`config.mk`:
```
export PLATFORM = sky130hd
export DESIGN_NAME = tpc_unit
export DESIGN_NICKNAME = d
export VERILOG_FILES = /design/src/logic/tpc_pkg.sv /design/src/logic/tpc_unit.sv
export VERILOG_INCLUDE_DIRS = /design/src /design/src/logic
export SDC_FILE = /design/constraint.sdc
export NUM_CORES = 1
export LEC_CHECK = 0
export BUFFER_PORTS_ARGS = -buffer_cell sky130_fd_sc_hd__buf_2
export CAP_MARGIN = 25
export CORE_AREA = 2 2 122 65
export CTS_BUF_LIST = sky130_fd_sc_hd__clkbuf_4
export DETAILED_ROUTE_END_ITERATION = 12
export DIE_AREA = 0 0 124 67
export HOLD_SLACK_MARGIN = 0.06
export PLACE_DENSITY = 0.81
export SLEW_MARGIN = 10
export SYNTH_ARGS = -nofsm -noshare
export SYNTH_HDL_FRONTEND = slang
export SYNTH_SLANG_ARGS = --single-unit
```
`constraint.sdc`:
```
create_clock -name core_clk -period 4.76 [get_ports core_clk]
set_input_delay 0 -clock core_clk [delete_from_list [all_inputs] [get_ports core_clk]]
set_output_delay 0 -clock core_clk [all_outputs]
set_load 0.005 [all_outputs]
```
`src/logic/tpc_map.svh`:
```
// Register offsets, field positions, reset values and counts of the timer period capture unit.
// Assumes inclusion by bare name from the package and from the unit itself.
`ifndef TPC_MAP_SVH
`define TPC_MAP_SVH

// Register offsets on the 4-bit byte address port.
`define TPC_OFS_PER_LO    4'h0
`define TPC_OFS_PER_HI    4'h1
`define TPC_OFS_CAP_LO    4'h2
`define TPC_OFS_CAP_HI    4'h3
`define TPC_OFS_TMR_LO    4'h4
`define TPC_OFS_TMR_HI    4'h5
`define TPC_OFS_CTRL      4'h6
`define TPC_OFS_FLAGS     4'h7
`define TPC_OFS_MASK      4'h8
`define TPC_OFS_IRQ_CTRL  4'h9
`define TPC_OFS_PIN_CTRL  4'hA

// Bit positions in the control register (timer_control_two).
`define TPC_CTL_SEL       0
`define TPC_CTL_EDGE_LO   1
`define TPC_CTL_EDGE_HI   2
`define TPC_CTL_RUN       3
`define TPC_CTL_OVF       4

// Bit positions in the flag and mask registers.
`define TPC_FLG_TMR       0
`define TPC_FLG_CAP1      1
`define TPC_FLG_CAP2      2

// Bit positions in the interrupt control and pin control registers.
`define TPC_IRQ_PIE       0
`define TPC_IRQ_GID       1
`define TPC_PIN_DIR       0
`define TPC_PIN_LAT       1

// Widths, reset values and prescaler terminal counts.
`define TPC_TW            16
`define TPC_BYTE_ZERO     8'h00
`define TPC_WORD_ZERO     16'h0000
`define TPC_PER_RST       16'hFFFF
`define TPC_DIV4_LAST     4'h3
`define TPC_DIV16_LAST    4'hF
`define TPC_PRE_ZERO      4'h0
`define TPC_PRE_ONE       4'h1

`endif

```
`src/logic/tpc_pkg.sv`:
```
// Types shared by the timer period capture unit.
// Assumes tpc_map.svh is on the include path.
`default_nettype none
`include "tpc_map.svh"

package tpc_pkg;

   // Edge selection of the second capture channel.
   typedef enum logic [1:0] {
      TPC_EDGE_FALL   = 2'b00,
      TPC_EDGE_RISE   = 2'b01,
      TPC_EDGE_RISE4  = 2'b10,
      TPC_EDGE_RISE16 = 2'b11
   } tpc_edge_t;

   // One request on the register port.
   typedef struct packed {
      logic [3:0] addr;
      logic [7:0] wdata;
      logic       wr;
      logic       rd;
   } tpc_bus_t;

   // Whole state of the unit, registered as one word.
   typedef struct packed {
      logic [`TPC_TW-1:0] timer;
      logic [`TPC_TW-1:0] period;
      logic [`TPC_TW-1:0] cap;
      logic               sel;
      tpc_edge_t          edge_sel;
      logic               run;
      logic               pie;
      logic               gid;
      logic [2:0]         flags;
      logic [2:0]         mask;
      logic               unread;
      logic               master;
      logic               ovf;
      logic               seen_lo;
      logic               seen_hi;
      logic [3:0]         presc;
      logic               sync1;
      logic               sync2;
      logic               sync3;
      logic               pin_dir;
      logic               pin_lat;
      logic [7:0]         rdata;
      logic               irq;
   } tpc_state_t;

endpackage : tpc_pkg

`default_nettype wire

```
`src/logic/tpc_unit.sv`:
```
// Sixteen-bit timer with one period register and one capture channel.
// Assumes one clock, a synchronous active-low reset, and a register master that
// issues one-cycle strobes and takes read data in the following cycle.
//
// The address-and-strobe port and the placing of the registers were chosen for this implementation.
`timescale 1ns/1ps
`default_nettype none
`include "tpc_map.svh"

module tpc_unit
   import tpc_pkg::*;
(
   // Clock and reset.
   input  wire logic       core_clk,
   input  wire logic       rst_n,
   // Register port.
   input  wire tpc_bus_t   bus,
   output var  logic [7:0] rdata,
   // Capture pin, as input, output and output enable.
   input  wire logic       cap_pin_in,
   output var  logic       cap_pin_out,
   output var  logic       cap_pin_oe_n,
   // Interrupt request.
   output var  logic       irq
);

   // ************************************************************
   // Functions
   // ************************************************************

   // Byte lane of a 16-bit word chosen by the low or high offset.
   function automatic logic [7:0] byte_of(input logic [`TPC_TW-1:0] w, input logic hi);
      byte_of = hi ? w[15:8] : w[7:0];
   endfunction : byte_of

   // Replaces one byte of a 16-bit word; used for period and timer writes.
   function automatic logic [`TPC_TW-1:0] put_byte(input logic [`TPC_TW-1:0] w,
                                                   input logic [7:0] b, input logic hi);
      put_byte = hi ? {b, w[7:0]} : {w[15:8], b};
   endfunction : put_byte

   // Read mux; unmapped addresses answer zero.
   // Unused bits of every register read back as zero, so software may test whole bytes.
   function automatic logic [7:0] read_mux(input logic [3:0] a, input tpc_state_t s);
      read_mux = `TPC_BYTE_ZERO;
      case (a)
         `TPC_OFS_PER_LO   : read_mux = byte_of(s.period, 1'b0);
         `TPC_OFS_PER_HI   : read_mux = byte_of(s.period, 1'b1);
         `TPC_OFS_CAP_LO   : read_mux = byte_of(s.cap, 1'b0);
         `TPC_OFS_CAP_HI   : read_mux = byte_of(s.cap, 1'b1);
         `TPC_OFS_TMR_LO   : read_mux = byte_of(s.timer, 1'b0);
         `TPC_OFS_TMR_HI   : read_mux = byte_of(s.timer, 1'b1);
         `TPC_OFS_CTRL     : begin
            read_mux[`TPC_CTL_SEL]     = s.sel;
            read_mux[`TPC_CTL_EDGE_LO] = s.edge_sel[0];
            read_mux[`TPC_CTL_EDGE_HI] = s.edge_sel[1];
            read_mux[`TPC_CTL_RUN]     = s.run;
            read_mux[`TPC_CTL_OVF]     = s.ovf;
         end
         `TPC_OFS_FLAGS    : read_mux[2:0] = s.flags;
         `TPC_OFS_MASK     : read_mux[2:0] = s.mask;
         `TPC_OFS_IRQ_CTRL : begin
            read_mux[`TPC_IRQ_PIE] = s.pie;
            read_mux[`TPC_IRQ_GID] = s.gid;
         end
         `TPC_OFS_PIN_CTRL : begin
            read_mux[`TPC_PIN_DIR] = s.pin_dir;
            read_mux[`TPC_PIN_LAT] = s.pin_lat;
         end
         default           : read_mux = `TPC_BYTE_ZERO;
      endcase
   endfunction : read_mux

   // ************************************************************
   // State and decodes
   // ************************************************************

   tpc_state_t s_r;
   tpc_state_t s_nxt;

   // Strobe decodes, shared by the next-state logic and the checks.
   logic wr_per_lo;
   logic wr_per_hi;
   logic wr_tmr_lo;
   logic wr_tmr_hi;
   logic rd_cap_lo;
   logic rd_cap_hi;
   logic both_read;
   logic pin_src;
   logic rise;
   logic fall;
   logic cap_evt;
   logic tmr_match;

   // Register port decodes.
   assign wr_per_lo = bus.wr && (bus.addr == `TPC_OFS_PER_LO);
   assign wr_per_hi = bus.wr && (bus.addr == `TPC_OFS_PER_HI);
   assign wr_tmr_lo = bus.wr && (bus.addr == `TPC_OFS_TMR_LO);
   assign wr_tmr_hi = bus.wr && (bus.addr == `TPC_OFS_TMR_HI);
   assign rd_cap_lo = bus.rd && (bus.addr == `TPC_OFS_CAP_LO);
   assign rd_cap_hi = bus.rd && (bus.addr == `TPC_OFS_CAP_HI);

   // Both bytes now read in either order; only meaningful while a word waits.
   // A repeated read of the same byte changes nothing; only the pair counts.
   assign both_read = s_r.unread && (rd_cap_lo || rd_cap_hi)
                      && (s_r.seen_lo || rd_cap_lo) && (s_r.seen_hi || rd_cap_hi);

   // When the pin is an output, its own latch is what the capture logic sees.
   // This lets software fake a capture while the pin is driven, which helps bring-up.
   assign pin_src = s_r.pin_dir ? s_r.pin_lat : cap_pin_in;

   // Edges come from the second and third stages only, never the first.
   assign rise = s_r.sync2 && !s_r.sync3;
   assign fall = !s_r.sync2 && s_r.sync3;

   // Qualified capture event; the prescaler compare uses the count before this edge.
   always_comb begin
      unique case (s_r.edge_sel)
         TPC_EDGE_FALL   : cap_evt = fall;
         TPC_EDGE_RISE   : cap_evt = rise;
         TPC_EDGE_RISE4  : cap_evt = rise && (s_r.presc[1:0] == 2'(`TPC_DIV4_LAST));
         TPC_EDGE_RISE16 : cap_evt = rise && (s_r.presc == `TPC_DIV16_LAST);
      endcase
   end

   // Period match is only meaningful in period mode.
   // With select set the timer free-runs and never raises the match flag.
   assign tmr_match = s_r.run && !s_r.sel && (s_r.timer == s_r.period);

   // ************************************************************
   // Next state
   // ************************************************************

   // All behaviour of the unit in one place; register writes take effect at the edge.
   always_comb begin
      logic [2:0] set_flags;
      logic [2:0] clr_flags;
      set_flags = 3'b000;
      clr_flags = 3'b000;
      s_nxt     = s_r;

      // Synchroniser for the capture pin, then the edge history stage.
      // A level held for less than one clock can slip past the sampler unseen.
      s_nxt.sync1 = pin_src;
      s_nxt.sync2 = s_r.sync1;
      s_nxt.sync3 = s_r.sync2;

      // Prescaler counts every rising edge and is never reset by a mode change.
      // A new edge choice inherits the running count, so its first event can come early.
      if (rise) begin
         s_nxt.presc = s_r.presc + `TPC_PRE_ONE;
      end

      // Timer: count, wrap after the period value, or free-run in the other mode.
      if (tmr_match) begin
         s_nxt.timer             = `TPC_WORD_ZERO;
         set_flags[`TPC_FLG_TMR] = 1'b1;
      end else if (s_r.run) begin
         s_nxt.timer = s_r.timer + `TPC_TW'(1);
      end
      if (wr_tmr_lo || wr_tmr_hi) begin
         s_nxt.timer = put_byte(s_r.timer, bus.wdata, wr_tmr_hi);
      end

      // Period register built from the two byte writes.
      if (wr_per_lo || wr_per_hi) begin
         s_nxt.period = put_byte(s_r.period, bus.wdata, wr_per_hi);
      end

      // Completed read of both bytes publishes the overflow and frees the register.
      if (both_read) begin
         s_nxt.ovf     = s_r.master;
         s_nxt.master  = 1'b0;
         s_nxt.unread  = 1'b0;
         s_nxt.seen_lo = 1'b0;
         s_nxt.seen_hi = 1'b0;
      end else if (s_r.unread) begin
         s_nxt.seen_lo = s_r.seen_lo || rd_cap_lo;
         s_nxt.seen_hi = s_r.seen_hi || rd_cap_hi;
      end

      // Capture: an event that finds a waiting word only marks overflow, and wins
      // over a clear in the same cycle so that no overrun goes unseen.
      // Copying all sixteen bits in one edge means the two byte reads can never tear.
      if (cap_evt) begin
         set_flags[`TPC_FLG_CAP2] = 1'b1;
         if (s_r.unread) begin
            s_nxt.master = 1'b1;
         end else begin
            s_nxt.cap     = s_r.timer;
            s_nxt.unread  = 1'b1;
            s_nxt.seen_lo = 1'b0;
            s_nxt.seen_hi = 1'b0;
         end
      end

      // Register writes; the flags clear by writing ones.
      if (bus.wr) begin
         unique case (bus.addr)
            `TPC_OFS_CTRL     : begin
               s_nxt.sel      = bus.wdata[`TPC_CTL_SEL];
               s_nxt.edge_sel = tpc_edge_t'(bus.wdata[`TPC_CTL_EDGE_HI:`TPC_CTL_EDGE_LO]);
               s_nxt.run      = bus.wdata[`TPC_CTL_RUN];
            end
            `TPC_OFS_FLAGS    : clr_flags = bus.wdata[2:0];
            `TPC_OFS_MASK     : s_nxt.mask = bus.wdata[2:0];
            `TPC_OFS_IRQ_CTRL : begin
               s_nxt.pie = bus.wdata[`TPC_IRQ_PIE];
               s_nxt.gid = bus.wdata[`TPC_IRQ_GID];
            end
            `TPC_OFS_PIN_CTRL : begin
               s_nxt.pin_dir = bus.wdata[`TPC_PIN_DIR];
               s_nxt.pin_lat = bus.wdata[`TPC_PIN_LAT];
            end
            default           : ;
         endcase
      end

      // Sticky flags: set beats clear; the first channel flag never sets here.
      s_nxt.flags                = (s_r.flags & ~clr_flags) | set_flags;
      s_nxt.flags[`TPC_FLG_CAP1] = 1'b0;

      // Read data for the cycle after the strobe.
      // Zero outside the answer cycle lets several read ports be ORed together.
      s_nxt.rdata = bus.rd ? read_mux(bus.addr, s_r) : `TPC_BYTE_ZERO;

      // Interrupt needs an unmasked flag, the peripheral enable and no global disable.
      // Working from the next state saves one cycle of interrupt latency.
      s_nxt.irq = (|(s_nxt.flags & s_nxt.mask)) && s_nxt.pie && !s_nxt.gid;
   end

   // ************************************************************
   // State register
   // ************************************************************

   // Synchronous reset puts every field, the prescaler among them, to a constant.
   // Reset leaves the global disable set, so nothing interrupts before software is ready.
   // A reset branch of constants only keeps the clear free of logic that could be unknown.
   always_ff @(posedge core_clk) begin
      if (!rst_n) begin
         s_r          <= '0;
         s_r.period   <= `TPC_PER_RST;
         s_r.edge_sel <= TPC_EDGE_FALL;
         s_r.gid      <= 1'b1;
         s_r.presc    <= `TPC_PRE_ZERO;
      end else begin
         s_r <= s_nxt;
      end
   end

   // Outputs come straight from the state register.
   assign rdata        = s_r.rdata;
   assign irq          = s_r.irq;
   assign cap_pin_out  = s_r.pin_lat;
   assign cap_pin_oe_n = !s_r.pin_dir;
endmodule : tpc_unit

`default_nettype wire

```
==> impl_metrics.py, run 1 <==
metrics = {
    "setup_path": {
        "path_cells": "ha_1, inv_1, nor3_1, nand2_1, or3_1, a21o_1, a21oi_1",
        "path_depth": 7,
        "rrSetupSlack_ns": 2.39,
        "worstPathRequired_ns": 5.14,
        "startpoint": "s_r[68]$_SDFFE_PN0P_",
        "critPathKind": "reg -> reg",
        "r2r_start": "s_r[68]$_SDFFE_PN0P_",
        "endpoint_kind": "register",
        "crit_path_top_delay_cell": "dfxtp_1",
        "worst-path-buf-inv": 1,
        "critPathMaxFanout": 8,
        "timing.rr.end": "s_r[79]$_SDFFE_PN0P_",
        "arrival_ns": 2.75,
        "slowest_delay_ns": 0.59,
        "worst_setup_path_start_kind": "register",
        "r2r_cells": 7,
        "cp_top_family": "simple AND/OR/NAND/NOR gates",
        "crit_end": "s_r[79]$_SDFFE_PN0P_",
    },
    "finish": {
        "drive_gt1_share_pct": 11.92,
        "stdcell_area_um2": 4823,
        "antenna_cells": 0,
        "nNetsFinal": 552,
        "fin_cells": 633,
        "syn_to_final_growth_pct": 5.849,
    },
    "pwr": {
        "irDropWorstVdd_mv": 0.1573,
        "p_leak_nw": 1.778,
        "cellPowerDensity_nw_per_um2": 269.9,
    },
    "clocking": {
        "cts-root-buf": "clkbuf_4",
        "cts_tree": "yes",
        "cts.path.max_buffers": 2,
        "clock-sinks": 82,
        "cts_setup_buffers": 0,
        "path_clk_slew_ns": 0.13,
        "cts_buffers": 9,
        "htreeDepth": 3,
        "clkLatencyLatePin_ns": 0.46,
        "cts_resized": 0,
    },
    "yosys": {
        "synth_top_family_by_area": "simple AND/OR/NAND/NOR gates",
        "synth_warnings": 0,
        "synthTopCellsByCount": "dfxtp_1, nand2_1, nor2b_1",
        "synth.area.top_cells": "dfxtp_1, mux2i_1, nor2b_1",
        "netlist.area_leader.share_pct": 36.02,
        "ys_seq_area_share_pct": 36.02,
        "ys_seq_elements": 82,
        "synthMuxAreaShare_pct": 10.35,
        "synthCells": 527,
        "synth.avg_cell_area_um2": 8.647,
        "synthXorXnorAreaFrac_pct": 4.036,
        "yosysMostFrequentCell": "dfxtp_1",
        "synthSimpleGateAreaFrac_pct": 26.85,
        "ys_types": 66,
        "async_reset_ff_share_pct": 0,
        "syn_nets": 546,
        "syn_area_um2": 4557,
        "synthFlopType": "dfxtp_1",
        "synth_edf_count": 0,
        "synth_compound_gate_area_share_pct": 16.31,
        "synthAdderAreaFrac_pct": 0.5491,
        "synth_top_area_cell": "dfxtp_1",
    },
    "detailed_routing": {
        "avgViaCountPerCell": 6.547,
        "drcViolationCount": 0,
        "via_count": 4144,
        "wl_per_cell_um": 20.34,
        "drt-total-wl_mm": 12.88,
        "drt_iter0_drc": 650,
        "drtPass1Iterations": 5,
        "postRouteAntennaNets": 0,
    },
    "timing": {
        "timing.final.crit_share_pct": 49.88,
        "fin_crit_ns": 2.374,
        "maxSlewViolCount": 0,
        "fmax_mhz": 421.1,
        "skew_ns": 0.02066,
        "fin_tns_setup_ns": 0,
        "setup_viol_count_final": 0,
        "worst_pin_slew_ns": 0.9987,
        "rsz0062_at_grt": "false",
        "finalHoldViolCount": 0,
        "relSlewSlack_pct": 33.42,
    },
    "placement": {
        "place_congestion": 0.9985,
        "dpl_cell_area_um2": 4574,
        "dp_hpwl_mm": 8.995,
        "io_buffers": 27,
        "placedCellCount": 606,
    },
    "global_route": {
        "antenna_found_initial": 0,
        "track_usage_pct": 33.19,
        "grt_start_max_net_pins": 76,
        "grt_pass1_vias": 3753,
        "overflow": 0,
        "grt_pass1_wl_mm": 20.31,
    },
    "worst_hold_path": {
        "holdPathStages": 3,
        "holdCritPathClass": "in -> reg",
    },
    "die": {
        "die_h_um": 67,
        "coreArea_um2": 7157,
        "ios": 28,
        "dieArea_um2": 8308,
        "rows": 22,
        "start_util_pct": 63.67,
        "die_w_um": 124,
    },
    "run_status": {
        "status": "finished, final reports clean",
    },
    "job": {
        "cap_violations": 0,
    },
}
layer usage:
metal / global-route usage [%] / wire (um) / vias up
li1: - / - / 1891
met1: 47.82 / 5835 / 1935
met2: 43.68 / 4828 / 280
met3: 13.61 / 1927 / 38
met4: 10.96 / 285 / 0
met5: 0 / 0 / -
worst min-delay path, delay by kind of cell:
kind | cells | cell delay, ns
buffers and inverters | 2 | 0.40
AND/OR/NAND/NOR | 1 | 0.14
final cells by class:
cell class	count	area, um^2
fillers	592	2333
multi-input cells	394	2648
inverters	6	22.52
flip-flops and latches	82	1642
clock inverters	5	53.80
well taps	96	120.1
clock buffers	10	75.07
repair buffers	40	262.8
cells by family (layout without fill, tap and decap cells):
group                      after synthesis  in the layout
and+or+nand+nor                        224            224
AOI/OAI and AO/OA                      101            101
DFF                                     82             82
buffers and inverters                   51             61
muxes                                   46             46
xor gates and xnor gates                21             21
adders and majority gates                2              2
flip-flops by register name (all words and copies together) (netlist names):
name         cells
cap_pin_out      1
rdata            8
s_r             70
irq              1
s_nxt            2
how the worst min path moves through the flow:
| stage | from | to | slack [ns] |
|---|---|---|---|
| floorplan | bus[4] | s_r[53]$_SDFFE_PN1P_ | 0.12 |
| global placement | bus[0] | s_r[19]$_SDFF_PN0_ | 0.27 |
| detailed placement | cap_pin_in | s_nxt[12]$_SDFF_PN0_ | 0.27 |
| CTS | rst_n | s_r[53]$_SDFFE_PN1P_ | 0.11 |
| global route | rst_n | s_r[62]$_SDFFE_PN1P_ | 0.15 |
| finish | rst_n | s_r[53]$_SDFFE_PN1P_ | 0.15 |
power by group:
group | switching [mW] | total [mW] | internal [mW]
logic | 0.0921 | 0.160 | 0.0677
clock network | 0.246 | 0.408 | 0.163
registers | 0.0316 | 0.734 | 0.702
total | 0.369 | 1.30 | 0.933
stage by stage:
step / setup WS (ns) / hold slack (ns) / util [%] / total power, mW
2_1_floorplan: 3.004 / 0.1240 / - / 0.8529
3_3_place_gp: 2.494 / 0.2666 / 63.92 / 0.8888
3_5_place_dp: 2.422 / 0.2738 / 63.92 / 0.8930
4_1_cts: 2.523 / 0.1096 / 67.40 / 1.295
5_1_grt: 2.301 / 0.1464 / 67.40 / 1.347
6_report: 2.386 / 0.1454 / 67.40 / 1.302
timing repair:
action | in CTS | in global routing
hold buffers | 12 | 0
endpoints found under the setup margin | 0 | 0
endpoints found under the hold margin | 49 | 0
cells in the final DEF, fill, tap and decap left out, types with 8 or more instances in the layout:
cell           Yosys  final
dfxtp_1           82     82
nand2_1           62     62
nor2b_1           43     43
mux2i_1           37     37
nand3_1           33     33
buf_2             13     27
nor2_1            25     25
xnor2_1           19     19
o21ai_0           15     15
a21oi_1           15     15
dlygate4sd3_1      0     12
clkbuf_4           0     10
and3_1             9      9
mux2_2             8      8
a22oi_1            8      8
nand4_1            8      8
(Power assumes the default switching activity.)
==> run 2: changes to the inputs <==
--- a/config.mk
+++ b/config.mk
@@ -8,12 +8,12 @@
 export LEC_CHECK = 0
 export BUFFER_PORTS_ARGS = -buffer_cell sky130_fd_sc_hd__buf_2
 export CAP_MARGIN = 25
-export CORE_AREA = 2 2 122 65
+export CORE_AREA = 2 2 130 69
 export CTS_BUF_LIST = sky130_fd_sc_hd__clkbuf_4
 export DETAILED_ROUTE_END_ITERATION = 12
-export DIE_AREA = 0 0 124 67
+export DIE_AREA = 0 0 132 71
 export HOLD_SLACK_MARGIN = 0.06
-export PLACE_DENSITY = 0.81
+export PLACE_DENSITY = 0.75
 export SLEW_MARGIN = 10
 export SYNTH_ARGS = -nofsm -noshare
 export SYNTH_HDL_FRONTEND = slang
==> constraint.sdc (replaced) <==
create_clock -name core_clk -period 2 [get_ports core_clk]
set_input_delay 0 -clock core_clk [delete_from_list [all_inputs] [get_ports core_clk]]
set_output_delay 0 -clock core_clk [all_outputs]
set_load 0.005 [all_outputs]
==> run 2 against run 1 <==
  * Highest routed layer unchanged
  * Register-to-register slack worse by 2.4 ns
  * Sequential cell count unchanged
  * Largest power group unchanged
  * Cell area up 9.2%
  * Critical path depth up 1
  * Non-clock buffer count up 49
==> impl_metrics.py, run 2 (synthesized netlist as in run 1, its figures left out) <==
metrics = {
    "placement": {
        "place_ws_ns": -0.007537,
        "dpl_cell_area_um2": 4971,
        "place_congestion": 1.044,
        "dp_hpwl_mm": 10.20,
        "io_buffers": 27,
    },
    "detailed_routing": {
        "via_count": 4322,
        "wl_per_cell_um": 19.50,
        "drt-total-wl_mm": 13.73,
        "drt_iter0_drc": 530,
        "avgViaCountPerCell": 6.139,
        "postRouteAntennaNets": 0,
        "drtPass1Iterations": 7,
        "drcViolationCount": 0,
    },
    "finish": {
        "drive_gt1_share_pct": 21.64,
        "regMostFlops": "s_r",
        "layout_commonest_cell": "dfxtp_1",
        "syn_to_final_growth_pct": 15.54,
        "antenna_cells": 0,
        "fillers": 724,
        "final_cell_mix": "dfxtp_1, nand2_1, buf_4, nor2b_1, mux2i_1",
        "nNetsFinal": 601,
        "stdcell_area_um2": 5265,
        "largest_register_ff_count": 70,
    },
    "clocking": {
        "cts-root-buf": "clkbuf_4",
        "clock-sinks": 82,
        "path_clk_slew_ns": 0.13,
        "cts.path.max_buffers": 2,
        "clkLatencyLatePin_ns": 0.43,
        "cts_tree": "yes",
        "htreeDepth": 3,
        "cts_buffers": 9,
    },
    "timing": {
        "worst_pin_slew_ns": 0.6887,
        "skew_ns": 0.01801,
        "fmax_mhz": 506.2,
        "relSlewSlack_pct": 53.78,
        "fin_tns_setup_ns": 0,
        "setup_viol_count_final": 0,
        "setup_slack_ns": 0.02467,
        "rsz0062_at_grt": "true",
        "finalHoldViolCount": 0,
        "timing.final.crit_share_pct": 98.77,
        "maxSlewViolCount": 0,
        "fin_crit_ns": 1.975,
    },
    "pwr": {
        "power.total_mw": 3.055,
        "p_leak_nw": 2.056,
        "irDropWorstVdd_mv": 0.3923,
        "cellPowerDensity_nw_per_um2": 580.2,
    },
    "die": {
        "die_h_um": 71,
        "start_util_pct": 54.78,
        "die_w_um": 132,
        "ios": 28,
        "dieArea_um2": 9372,
        "coreArea_um2": 8318,
        "rows": 24,
    },
    "global_route": {
        "overflow": 0,
        "antenna_found_initial": 0,
        "grt_pass1_vias": 3929,
        "grt_start_max_net_pins": 59,
        "grt_pass1_wl_mm": 21.57,
        "track_usage_pct": 29.74,
    },
    "setup_path": {
        "critPathMaxFanout": 5,
        "critPathKind": "reg -> reg",
        "worstPathRequired_ns": 2.38,
        "endpoint_kind": "register",
        "worst_setup_path_start_kind": "register",
        "arrival_ns": 2.36,
    },
    "worst_hold_path": {
        "holdCritPathClass": "in -> reg",
    },
    "run_status": {
        "status": "finished, final reports clean",
    },
    "job": {
        "cap_violations": 0,
    },
}
run 2: cell types whose count changed in the layout (fill, tap and decap cells not counted), sizes merged:
cell,before,now
bufinv,1,0
clkinvlp,0,1
buf,28,77
inv,7,8
run 2: stage by stage:
step                      std cells  hold slack [ns]  utilization, %
after floorplan                 527           0.1240               -
after global placement          673           0.2560           59.76
after detailed placement        673           0.2786           59.76
after CTS                       701           0.1003           62.68
after global routing            704           0.1440           63.30
final                           704           0.1434           63.30
run 2: layer usage:
metal	track usage, %	vias up	share of wire [%]
li1	-	1986	-
met3	10.18	30	14
met5	0	-	0
met4	6.522	0	1.5
met1	45.43	2044	47
met2	39.53	262	38
run 2: timing repair:
item	CTS	global route
hold buffers	12	0
cloned	0	0
hold endpoints to repair	58	0
setup buffers	0	3
resized for setup	2	13
pin swaps	0	8
setup endpoints to repair	2	10
run 2: power breakdown:
| group | internal (mW) | total, mW | switching [mW] |
|---|---|---|---|
| Clock | 0.272 | 0.855 | 0.583 |
| Combinational | 0.211 | 0.474 | 0.262 |
| Sequential | 1.67 | 1.73 | 0.0511 |
run 2: final cells by class:
class                   instances  area (um^2)  share of cell area (%)
multi-input cells             394         2671                   50.74
clock buffers                  10        75.07                   1.426
well taps                     117        146.4                   2.780
flip-flops and latches         82         1654                   31.42
repair buffers                 89        655.6                   12.45
clock inverters                 6        40.04                  0.7605
inverters                       6        22.52                  0.4278
run 2: worst max-delay path, stage by stage, from the launching register on:
cell	delay, ns
dfxtp_2	0.36
xnor2_2	0.16
nand4_1	0.21
nor4b_4	0.44
buf_4	0.18
nand2_2	0.09
buf_4	0.18
a21oi_1	0.12
o221a_1	0.18
run 2: final timing paths:
| check | from | endpoint | slack (ns) | cells after the start |
|---|---|---|---|---|
| setup / recovery | s_r[79]$_SDFFE_PN0P_ | irq$_SDFF_PN0_ | 0.02 | 8 |
| hold / removal | bus[13] | rdata[4]$_SDFF_PN0_ | 0.14 | 4 |
| setup reg to reg | s_r[79]$_SDFFE_PN0P_ | irq$_SDFF_PN0_ | 0.02 | 8 |
| hold reg to reg | s_nxt[12]$_SDFF_PN0_ | s_nxt[11]$_SDFF_PN0_ | 0.45 | 1 |
